===== config.mk =====
export PLATFORM = sky130hd
export DESIGN_NAME = multi_port_pin_io
export DESIGN_NICKNAME = d
export VERILOG_FILES = /design/src/verilog/multi_port_pin_io_pkg.sv /design/src/verilog/multi_port_pin_io.sv
export VERILOG_INCLUDE_DIRS = /design/src /design/src/verilog
export SDC_FILE = /design/constraint.sdc
export NUM_CORES = 1
export LEC_CHECK = 0
export BUFFER_PORTS_ARGS = -buffer_cell sky130_fd_sc_hd__clkbuf_2
export CAP_MARGIN = 20
export CORE_ASPECT_RATIO = 1.75
export CORE_MARGIN = 10
export CORE_UTILIZATION = 48
export CTS_CLUSTER_DIAMETER = 40
export DETAILED_ROUTE_END_ITERATION = 10
export HOLD_SLACK_MARGIN = 0.02
export PLACE_DENSITY = 0.81
export SLEW_MARGIN = 25
export SYNTH_ARGS = -nofsm -noshare
export SYNTH_HDL_FRONTEND = slang
export SYNTH_SLANG_ARGS = --single-unit

===== constraint.sdc =====
create_clock -name pclk -period 2 [get_ports pclk]
set_input_delay 0.1 -clock pclk [delete_from_list [all_inputs] [get_ports pclk]]
set_output_delay 0.1 -clock pclk [all_outputs]
set_load 0.01 [all_outputs]

===== src/verilog/multi_port_pin_io_regs.svh =====
// register map, reset values and field widths of the four pin ports
// assumes an APB slave with word-aligned registers, byte address = index * 4
// Summary of operation
// software writes latch bit one before using a first high-current pin as input
// first high-current port latch resets to all ones
// first high-current port: latch at one address, live pins at another
// software keeps serial-port latch bit one for input or serial use
// serial-port latch resets to ones, drive-type register to zeros
// drive-type zero gives sink-only open drain, one gives push-pull
// for serial-port input, software sets latch one, then drive-type zero
// serial port: latch at one address, live pins at a read-only address
// second high-current port has five bits, latch and pin readback apart
// second high-current latch resets to ones; software keeps one for input
// bits 7 to 5 of the five-bit port read as undefined; the code reads them as zero
// analog port resets direction to input, input enable to ones, latch zero
// analog direction bit one drives the latch value onto the pin
// for digital input, software clears direction then sets input enable
// for key-on wakeup, software clears direction then sets wakeup select
// for analog input, software clears direction then clears input enable
// analog data read: latch if output, pin if enabled input, else zero
// open-drain serial pin with latch one stays undriven
`ifndef MULTI_PORT_PIN_IO_REGS_SVH
`define MULTI_PORT_PIN_IO_REGS_SVH

// register indices; byte address is the index times four
`define HC_A_LATCH_IDX       12'h003
`define SERIAL_LATCH_IDX     12'h004
`define HC_B_LATCH_IDX       12'h005
`define ANALOG_DATA_IDX      12'h006
`define SERIAL_DRIVE_IDX     12'h00A
`define HC_A_PIN_IDX         12'h00D
`define SERIAL_PIN_IDX       12'h00E
`define HC_B_PIN_IDX         12'h00F
`define WAKEUP_SEL_IDX       12'h010
`define ANALOG_DIR_IDX       12'hF9B
`define ANALOG_IEN_IDX       12'hF9C

// reset values
`define HC_A_LATCH_RST       8'hFF
`define SERIAL_LATCH_RST     8'hFF
`define SERIAL_DRIVE_RST     8'h00
`define HC_B_LATCH_RST       5'h1F
`define ANALOG_DATA_RST      8'h00
`define ANALOG_DIR_RST       8'h00
`define ANALOG_IEN_RST       8'hFF
`define WAKEUP_SEL_RST       4'h0

// field widths
`define HC_B_WIDTH           5
`define WAKEUP_WIDTH         4

`endif


===== src/verilog/multi_port_pin_io_pkg.sv =====
// types shared by the pin port block
// assumes the constants header supplies widths and reset values
package multi_port_pin_io_pkg;

    typedef logic [7:0] port_byte_t;
    typedef logic [4:0] hc_b_bits_t;
    typedef logic [3:0] wake_bits_t;

    // read answer phase of the bus slave
    typedef enum logic [0:0] {
        ANS_WAIT  = 1'b0,
        ANS_READY = 1'b1
    } answer_state_t;

endpackage


===== src/verilog/multi_port_pin_io.sv =====
// four general-purpose pin ports behind an APB slave
// assumes pin inputs synchronous to pclk; pads resolve level from out and oe
`timescale 1ns/1ns
`include "multi_port_pin_io_regs.svh"

module multi_port_pin_io (
    // clock, reset, enable
    input  wire logic                            pclk,
    input  wire logic                            presetn,
    input  wire logic                            ce,
    // apb slave
    input  wire logic                            psel,
    input  wire logic                            penable,
    input  wire logic                            pwrite,
    input  wire logic [15:0]                     paddr,
    input  wire logic [31:0]                     pwdata,
    input  wire logic [3:0]                      pstrb,
    output logic      [31:0]                     prdata,
    output logic                                 pready,
    output logic                                 pslverr,
    // first high-current port
    input  wire logic [7:0]                      hc_a_in,
    output logic      [7:0]                      hc_a_out,
    output logic      [7:0]                      hc_a_oe,
    // serial-shared port
    input  wire logic [7:0]                      serial_in,
    output logic      [7:0]                      serial_out,
    output logic      [7:0]                      serial_oe,
    // second high-current port
    input  wire logic [4:0]                      hc_b_in,
    output logic      [4:0]                      hc_b_out,
    output logic      [4:0]                      hc_b_oe,
    // analog-shared port
    input  wire logic [7:0]                      analog_in,
    output logic      [7:0]                      analog_out,
    output logic      [7:0]                      analog_oe,
    // controls for the analog and wakeup logic outside
    output logic      [7:0]                      analog_input_enable,
    output logic      [3:0]                      wakeup_input_select
);

    // register state
    multi_port_pin_io_pkg::port_byte_t    hc_a_latch_q;
    multi_port_pin_io_pkg::port_byte_t    serial_latch_q;
    multi_port_pin_io_pkg::port_byte_t    serial_drive_q;
    multi_port_pin_io_pkg::hc_b_bits_t    hc_b_latch_q;
    multi_port_pin_io_pkg::port_byte_t    analog_data_q;
    multi_port_pin_io_pkg::port_byte_t    analog_dir_q;
    multi_port_pin_io_pkg::port_byte_t    analog_ien_q;
    multi_port_pin_io_pkg::wake_bits_t    wakeup_sel_q;

    // bus answer state
    multi_port_pin_io_pkg::answer_state_t ans_q;
    multi_port_pin_io_pkg::answer_state_t ans_d;
    logic [31:0]                          rdata_q;
    logic                                 rerr_q;

    // true when the bus address names register idx
    function automatic logic reg_hit(input logic [15:0] addr,
                                     input logic [11:0] idx);
        reg_hit = (addr[1:0] == 2'h0) && (addr[15:14] == 2'h0)
                  && (addr[13:2] == idx);
    endfunction

    // one register's share of the read byte, zero unless selected
    function automatic logic [7:0] rd_gate(input logic       hit,
                                           input logic [7:0] value);
        rd_gate = {8{hit}} & value;
    endfunction

    // address decode
    wire sel_hc_a_latch   = reg_hit(paddr, `HC_A_LATCH_IDX);
    wire sel_serial_latch = reg_hit(paddr, `SERIAL_LATCH_IDX);
    wire sel_hc_b_latch   = reg_hit(paddr, `HC_B_LATCH_IDX);
    wire sel_analog_data  = reg_hit(paddr, `ANALOG_DATA_IDX);
    wire sel_serial_drive = reg_hit(paddr, `SERIAL_DRIVE_IDX);
    wire sel_hc_a_pin     = reg_hit(paddr, `HC_A_PIN_IDX);
    wire sel_serial_pin   = reg_hit(paddr, `SERIAL_PIN_IDX);
    wire sel_hc_b_pin     = reg_hit(paddr, `HC_B_PIN_IDX);
    wire sel_wakeup       = reg_hit(paddr, `WAKEUP_SEL_IDX);
    wire sel_analog_dir   = reg_hit(paddr, `ANALOG_DIR_IDX);
    wire sel_analog_ien   = reg_hit(paddr, `ANALOG_IEN_IDX);

    wire sel_writable = sel_hc_a_latch | sel_serial_latch | sel_hc_b_latch
                      | sel_analog_data | sel_serial_drive | sel_wakeup
                      | sel_analog_dir | sel_analog_ien;
    wire sel_readonly = sel_hc_a_pin | sel_serial_pin | sel_hc_b_pin;
    wire sel_any      = sel_writable | sel_readonly;

    // a write to a pin-readback address is refused like an unmapped one
    wire bad_access   = ~sel_any | (pwrite & sel_readonly);

    // writes land only on the completing edge, lane 0 carries the byte
    wire complete     = psel & penable & pready;
    wire wr_en        = complete & pwrite & pstrb[0] & ~bad_access;
    wire [7:0] wbyte  = pwdata[7:0];

    wire wr_hc_a_latch   = wr_en & sel_hc_a_latch;
    wire wr_serial_latch = wr_en & sel_serial_latch;
    wire wr_hc_b_latch   = wr_en & sel_hc_b_latch;
    wire wr_analog_data  = wr_en & sel_analog_data;
    wire wr_serial_drive = wr_en & sel_serial_drive;
    wire wr_wakeup       = wr_en & sel_wakeup;
    wire wr_analog_dir   = wr_en & sel_analog_dir;
    wire wr_analog_ien   = wr_en & sel_analog_ien;

    // analog data read view, per bit
    wire [7:0] analog_view = (analog_dir_q & analog_data_q)
                           | (~analog_dir_q & analog_ien_q & analog_in);

    // upper three bits of the five-bit port read as zero
    wire [7:0] hc_b_latch_view = {3'h0, hc_b_latch_q};
    wire [7:0] hc_b_pin_view   = {3'h0, hc_b_in};

    // read multiplexer
    wire [7:0] rd_byte =
          rd_gate(sel_hc_a_latch,   hc_a_latch_q)
        | rd_gate(sel_hc_a_pin,     hc_a_in)
        | rd_gate(sel_serial_latch, serial_latch_q)
        | rd_gate(sel_serial_pin,   serial_in)
        | rd_gate(sel_serial_drive, serial_drive_q)
        | rd_gate(sel_hc_b_latch,   hc_b_latch_view)
        | rd_gate(sel_hc_b_pin,     hc_b_pin_view)
        | rd_gate(sel_analog_data,  analog_view)
        | rd_gate(sel_analog_dir,   analog_dir_q)
        | rd_gate(sel_analog_ien,   analog_ien_q)
        | rd_gate(sel_wakeup,       {4'h0, wakeup_sel_q});

    // answer sequencing: sample read data while psel is up, answer once
    // a sample has been taken with the clock enabled
    always_comb begin
        ans_d = ans_q;
        unique case (ans_q)
            multi_port_pin_io_pkg::ANS_WAIT: begin
                if (psel) begin
                    ans_d = multi_port_pin_io_pkg::ANS_READY;
                end
            end
            multi_port_pin_io_pkg::ANS_READY: begin
                // a dropped select abandons the answer rather than hold it
                if (complete || !psel) begin
                    ans_d = multi_port_pin_io_pkg::ANS_WAIT;
                end
            end
        endcase
    end

    always_ff @(posedge pclk or negedge presetn) begin
        if (!presetn) begin
            ans_q <= multi_port_pin_io_pkg::ANS_WAIT;
        end else if (ce) begin
            ans_q <= ans_d;
        end
    end

    // read data comes from flops so the bus sees a stable word
    always_ff @(posedge pclk or negedge presetn) begin
        if (!presetn) begin
            rdata_q <= 32'h0000_0000;
            rerr_q  <= 1'b0;
        end else if (ce && psel && !complete) begin
            rdata_q <= (pwrite || bad_access) ? 32'h0000_0000 : {24'h00_0000, rd_byte};
            rerr_q  <= bad_access;
        end
    end

    // a frozen clock enable stalls the bus rather than losing a transfer
    assign pready  = ce & (ans_q == multi_port_pin_io_pkg::ANS_READY);
    assign prdata  = rdata_q;
    assign pslverr = pready & psel & penable & rerr_q;

    // first high-current port latch
    always_ff @(posedge pclk or negedge presetn) begin
        if (!presetn) begin
            hc_a_latch_q <= `HC_A_LATCH_RST;
        end else if (ce && wr_hc_a_latch) begin
            hc_a_latch_q <= wbyte;
        end
    end

    // serial-shared port latch
    always_ff @(posedge pclk or negedge presetn) begin
        if (!presetn) begin
            serial_latch_q <= `SERIAL_LATCH_RST;
        end else if (ce && wr_serial_latch) begin
            serial_latch_q <= wbyte;
        end
    end

    // serial-shared port drive type
    always_ff @(posedge pclk or negedge presetn) begin
        if (!presetn) begin
            serial_drive_q <= `SERIAL_DRIVE_RST;
        end else if (ce && wr_serial_drive) begin
            serial_drive_q <= wbyte;
        end
    end

    // second high-current port latch, five bits only
    always_ff @(posedge pclk or negedge presetn) begin
        if (!presetn) begin
            hc_b_latch_q <= `HC_B_LATCH_RST;
        end else if (ce && wr_hc_b_latch) begin
            hc_b_latch_q <= wbyte[`HC_B_WIDTH-1:0];
        end
    end

    // analog-shared port latch; a write lands even in input mode, so
    // read-modify-write on mixed-direction pins can change input latches
    always_ff @(posedge pclk or negedge presetn) begin
        if (!presetn) begin
            analog_data_q <= `ANALOG_DATA_RST;
        end else if (ce && wr_analog_data) begin
            analog_data_q <= wbyte;
        end
    end

    // analog-shared port direction
    always_ff @(posedge pclk or negedge presetn) begin
        if (!presetn) begin
            analog_dir_q <= `ANALOG_DIR_RST;
        end else if (ce && wr_analog_dir) begin
            analog_dir_q <= wbyte;
        end
    end

    // analog-shared port digital input enable
    always_ff @(posedge pclk or negedge presetn) begin
        if (!presetn) begin
            analog_ien_q <= `ANALOG_IEN_RST;
        end else if (ce && wr_analog_ien) begin
            analog_ien_q <= wbyte;
        end
    end

    // key-on wakeup select, one bit per upper analog pin
    always_ff @(posedge pclk or negedge presetn) begin
        if (!presetn) begin
            wakeup_sel_q <= `WAKEUP_SEL_RST;
        end else if (ce && wr_wakeup) begin
            wakeup_sel_q <= wbyte[`WAKEUP_WIDTH-1:0];
        end
    end

    // high-current ports sink only: a latch one releases the pin,
    // which is why an input pin needs its latch at one
    assign hc_a_out = 8'h00;
    assign hc_a_oe  = ~hc_a_latch_q;
    assign hc_b_out = 5'h00;
    assign hc_b_oe  = ~hc_b_latch_q;

    // serial port: push-pull drives always, open drain only pulls low
    assign serial_out = serial_latch_q;
    assign serial_oe  = serial_drive_q | ~serial_latch_q;

    // analog port drives the latch only in output mode
    assign analog_out = analog_data_q;
    assign analog_oe  = analog_dir_q;

    // controls handed to the converter and wakeup logic
    assign analog_input_enable = analog_ien_q;
    assign wakeup_input_select = wakeup_sel_q;

endmodule


==> impl_metrics.yaml, run 1 <==
global_routing:
  grt_pass1_wl_mm: 21.62
  grt_antenna_before_repair: 0
  first_global_vias: 3953
  grt.overflow.total: 0
  grt_max_degree: 26
  grt_util_all_layers: 0.2097
run:
  cap_violations: 0
clock_network:
  ctsLongestPathBuffers: 2
  clk_pin_slew_ps: 60
  cts-root-buf: "clkbuf_16"
  cts_sinks: 67
  h-tree-depth: 3
  cts_buffers: 9
  insertion_delay_ps: 340
  cts_tree: "built"
logic_synthesis:
  synth_enable_flop_cells: 0
  ys_warn_count: 0
  ys_seq_elements: 67
  async_flop_share: 1.000
  synth_area_sq_um: 4228
  ys_types: 67
  syn_inst: 400
  synth-main-ff-cell: "dfrtp_1"
  yosysSeqAreaShare: 0.4051
  avgSynthCellArea_sq_um: 10.57
place:
  dp_cells: 658
  gp_congestion: 0.9449
  placed_cell_area_sq_um: 5019
  dp_hpwl_mm: 11.00
  io_buffer_count: 126
  place_ws_ps: 52.12
floorplan:
  die_w_um: 90.95
  die_area_sq_um: 13110
  core_area_sq_um: 8615
  start_util: 0.4908
  io_pins: 191
  fp-row-count: 45
  die_height_um: 144.2
routing:
  dr.pass1.iters: 6
  via_per_inst: 5.647
  drt_iter0_markers: 320
  drc: 0
  ant_nets: 0
  wl_per_cell_um: 20.86
  num_vias: 3823
  wl_mm: 14.12
critical_path:
  critical_path.slowest_cell: "dlygate4sd3_1"
  cp-start-kind: "input pin"
  r2r-start: "ans_q"
  path_cells: "dlygate4sd3_1 > clkbuf_2 > and2_2 > nand4_1 > or3_1 > buf_4 > mux2_4"
  path_class: "input pin to register"
  crit_start: "ce"
  max_stage_delay_ps: 530
  r2r_slack_ps: 160
  end_kind: "register"
  required_ps: 2260
  crit_buf_inv: 3
  critPathMaxFanout: 5
  cpLargestDelayFamily: "simple AND/OR/NAND/NOR gates"
  cp.arrival_ps: 2140
layout:
  final_common_cell: "clkbuf_2"
  final_cell_mix: "clkbuf_2 (126), mux2_2 (53), dfrtp_1 (38)"
  layout-drive-gt1-share: 0.5125
  syn_to_final_growth_pct: 27.67
  nets: 642
  multi_input_area_sq_um: 2227
  seq_area_sq_um: 1713
  design_area_sq_um: 5398
  fill_cells: 703
  final_cells: 677
  diodes: 0
hold_path:
  hold_class: "input pin to register"
  min_from: "serial_in[2]"
timing:
  setup_ws_ps: 120.5
  worst_pin_slew_ps: 535.5
  hold_viol: 0
  grt_setup_unrepaired: "false"
  finalSetupViolCount: 0
  finClkSkew_ps: 7.030
  period_share: 0.9398
  setup_tns_ps: 0
  slew_headroom: 0.6430
  slew_viol_final: 0
  fin_crit_ps: 1880
  max_freq_mhz: 532.1
power_and_ir_drop:
  vdd_ir_drop_max_mv: 0.6272
  power.density_nw_per_um2: 644.1
  p_leak_uw: 0.002532
run_status:
  status: "completed"
logic make-up after synthesis:
group                     after synthesis  share of synthesized area
and+or+nand+nor                       129                     0.1962
xor gates and xnor gates                1                   0.002072
muxes                                  66                     0.1814
AOI/OAI and AO/OA                      65                     0.1119
other                                   1                  0.0008870
DFF                                    67                     0.4051
buffers and inverters                  71                     0.1024
path summary, 6_finish.rpt:
kind,to,cells after the start
min,prdata[2],3
min in group asynchronous,prdata[7],2
max,serial_out[7],7
max in group asynchronous,hc_a_latch_q[0],3
min reg2reg,prdata[5],2
max reg2reg,serial_out[7],5
power by group:
group	internal, uW	switching, uW	leakage (uW)
Sequential	1360	1.28	0.000823
Combinational	100	185	0.00154
Clock	1210	614	0.000165
Total	2680	801	0.00253
per-layer routing:
metal	part of all wire	GRT usage
met1	0.37	0.2235
met2	0.51	0.3645
met3	0.090	0.06124
met4	0.035	0.1143
met5	0	0
state kept, by name (all words and copies together) (netlist names):
signal / count
analog_input_enable: 8
analog_oe: 8
analog_out: 8
hc_a_latch_q: 8
prdata: 8
serial_drive_q: 8
serial_out: 8
hc_b_latch_q: 5
wakeup_input_select: 4
ans_q: 1
rerr_q: 1
per-stage QoR:
stage               hold slack (ps)  power, uW    util
finish                        60.54       3476  0.6266
detailed placement            99.32       1656  0.5826
CTS                           51.73       3487  0.6245
global route                  70.52       3585  0.6266
floorplan                    -195.6       1561       -
global placement              86.26       1652  0.5826
worst reg2reg max path: cells and delay by family, from the launching register on:
| family | cells | cell delay, ps |
|---|---|---|
| simple gates | 3 | 900 |
| buf+inv | 1 | 200 |
| mux | 1 | 310 |
| flops | 1 | 350 |
synth_stat cells (all sizes together), types with 3 or more instances:
master   n  area share
nor2    12       0.013
a22oi    6       0.011
a22o     3      0.0062
a222oi   3      0.0071
o211ai   3      0.0053
nor4bb   3      0.0071
a21oi    9       0.011
nand4    7       0.012
buf     46       0.080
clkbuf   8      0.0077
and3     7       0.010
nor3     5       0.011
nand3   10       0.013
nand3b   5      0.0089
nand2   34       0.030
mux2    61        0.17
dfstp   29        0.18
and4     6       0.012
or4      3      0.0080
nand2b  11       0.016
dfrtp   38        0.22
o21ai   14       0.017
a32o     3      0.0071
nor4     3      0.0095
a32oi   11       0.023
mux2i    5       0.012
inv     17       0.015
and2     7       0.011
layout make-up:
| cell class | instances | share of cell area |
|---|---|---|
| multi-input cells | 298 | 0.4126 |
| well taps | 117 | 0.02712 |
| repair buffers | 162 | 0.1678 |
| clock buffers | 9 | 0.04172 |
| flip-flops and latches | 67 | 0.3173 |
| clock inverters | 7 | 0.02156 |
| inverters | 17 | 0.01182 |
what timing repair did:
item | in CTS | in global routing
hold buffers | 2 | 0
resized for setup | 0 | 2
endpoints found under the hold margin | 13 | 0
setup endpoints to repair | 0 | 21
setup buffers | 0 | 1
(Power assumes the default switching activity.)
==> run 2: changes to the inputs <==
Settings changed: ABC_AREA from default to 1, TNS_END_PERCENT from default to 30.
==> run 2 against run 1 <==
Via count is 23% higher. Die area increased by 1.4%. Sequential power barely moved. Flip-flop and latch count unchanged. Largest power group unchanged. Synthesized area increased by 1.7%. Sequential share of layout area up 0.12 points. Synthesized cell count grew 48%. First-iteration DRC count increased by 18%. Critical path depth fell by 2.
==> impl_metrics.yaml, run 2 <==
global_routing:
  grt_antenna_before_repair: 0
  grt_util_all_layers: 0.2360
  grt_pass1_wl_mm: 25.25
  grt_max_degree: 59
  first_global_vias: 4767
  grt.overflow.total: 0
logic_synthesis:
  async_flop_share: 1.000
  yosys.area.top_type: "dfrtp_1"
  ys_warn_count: 0
  avgSynthCellArea_sq_um: 7.260
  yosysSeqAreaShare: 0.3985
  syn_inst: 592
  yosysMostFrequentCell: "nand2_1"
  yosys-top-cells-count: "nand2_1 (188), nand4_1 (64), inv_1 (53)"
  synth_area_leaders: "dfrtp_1 (22%), dfstp_2 (18%), nand2_1 (16%)"
  ys_seq_elements: 67
  synth_enable_flop_cells: 0
  synth_area_sq_um: 4298
  synth_top_area_share: 0.2213
  synth-main-ff-cell: "dfrtp_1"
  ys_types: 28
clock_network:
  cts_tree: "built"
  cts-root-buf: "clkbuf_16"
  insertion_delay_ps: 330
  clk_pin_slew_ps: 60
  cts_buffers: 9
  cts_sinks: 67
  ctsLongestPathBuffers: 2
  h-tree-depth: 3
critical_path:
  cp.arrival_ps: 1950
  required_ps: 2220
  cp.depth: 5
  end_kind: "register"
  critical_path.slowest_cell: "nor2_4"
  crit_buf_inv: 0
  critPathMostFrequentCell: "nand2_1"
  max_stage_delay_ps: 450
  path_class: "register to register"
  path_cells: "nand3_1 > nor2_4 > nand4_2 > nand2_1 > nand2_1"
  cp-start-kind: "register"
  critPathMaxFanout: 18
  rr_worst_depth: 5
  cpLargestDelayFamily: "simple AND/OR/NAND/NOR gates"
place:
  dp_hpwl_mm: 12.62
  dp_cells: 844
  gp_congestion: 0.9254
  place_ws_ps: 124.5
  io_buffer_count: 126
layout:
  final_cells: 861
  final_common_cell: "nand2_1"
  nets: 826
  fill_cells: 804
  syn_to_final_growth_pct: 25.12
  final_cell_mix: "nand2_1 (188), clkbuf_2 (126), nand4_1 (64)"
  diodes: 0
  layout-drive-gt1-share: 0.3226
floorplan:
  fp-row-count: 45
  start_util: 0.4925
  io_pins: 191
  die_w_um: 91.53
  die_area_sq_um: 13290
  core_area_sq_um: 8727
  die_height_um: 145.2
timing:
  slew_viol_final: 0
  setup_tns_ps: 0
  setup_ws_ps: 271.6
  finalSetupViolCount: 0
  grt_setup_unrepaired: "false"
  finClkSkew_ps: 4.641
  period_share: 0.8642
  worst_pin_slew_ps: 583.6
  max_freq_mhz: 578.6
  slew_headroom: 0.6109
  hold_viol: 0
  fin_crit_ps: 1728
routing:
  dr.pass1.iters: 5
  via_per_inst: 5.460
  ant_nets: 0
  wl_per_cell_um: 18.58
  drc: 0
  drt_iter0_markers: 378
  num_vias: 4701
  wl_mm: 16.00
power_and_ir_drop:
  p_leak_uw: 0.002836
  power.density_nw_per_um2: 589.1
  vdd_ir_drop_max_mv: 0.5964
  p_total_uw: 3168
run:
  cap_violations: 0
run_status:
  status: "completed"
hold_path:
  holdPathStages: 3
  hold_class: "input pin to register"
[run 2: changes by cell type after synthesis, sizes merged, moves of 11 or more]
cell and change:
mux2 -61, nand4 +61, a32oi -11, o21ai +11
nor2 +49, nand2 +162, nand2b -11, inv +39
nand3 +31
[run 2: layer usage]
layer  up-vias  GRT usage  routed length, um
met1      2197     0.2518               5696
met5         -          0                  0
met2       281     0.4004               7983
li1       2174          -                  -
met3        49    0.07014               1471
met4         0     0.1331                846
[run 2: cells by family (layout without fill, tap and decap cells)]
| logic type | after synthesis | in the layout | share of synthesized area |
|---|---|---|---|
| simple gates | 369 | 369 | 0.4076 |
| buf+inv | 112 | 228 | 0.1362 |
| compound gates | 43 | 43 | 0.05677 |
| flops | 67 | 67 | 0.3985 |
| other cells | 1 | 37 | 0.0008725 |
[run 2: power by group]
group / leakage [uW] / internal [uW] / switching, uW
Clock: 0.000145 / 992 / 587
Combinational: 0.00186 / 63.1 / 159
Sequential: 0.000826 / 1360 / 2.87
Total: 0.00284 / 2420 / 749
[run 2: per-stage QoR]
step                      hold slack [ps]  utilization  instance area (sq um)
after floorplan                    -195.6            -                   4433
after global placement              103.8       0.5812                   5072
after detailed placement            112.3       0.5812                   5072
after CTS                           66.04       0.6162                   5378
after global routing                101.5       0.6162                   5378
final                               84.85       0.6162                   5378
[run 2: final cells by class]
class,instances,area (sq um),share of cell area
multi-input cells,449,2142,0.3983
flip-flops and latches,67,1713,0.3185
repair buffers,156,870.8,0.1619
clock buffers,11,242.7,0.04514
inverters,56,210.2,0.03909
well taps,117,146.4,0.02722
clock inverters,5,52.55,0.009772
[run 2: timing repair]
item	4_1_cts	5_1_grt
buffers inserted	0	0
resized for setup	0	0
hold endpoints to repair	10	0
hold buffers	1	0
[run 2: path summary, 6_finish.rpt]
check / from / end / slack (ps)
worst max-delay path: ans_q / serial_drive_q[1] / 270
worst min-delay path: pwdata[6] / hc_a_latch_q[6] / 80
worst max register to register: ans_q / serial_drive_q[1] / 270
worst min register to register: hc_a_latch_q[2] / hc_a_latch_q[2] / 470
max in group asynchronous: presetn / serial_out[3] / 850
min in group asynchronous: presetn / analog_out[4] / 330
[run 2: worst reg2reg max path, cell delays in order, from the launching register on]
cell     delay (ps)
dfrtp_1         360
nand3_1         200
nor2_4          450
nand4_2         380
nand2_1         160
nand2_1          60
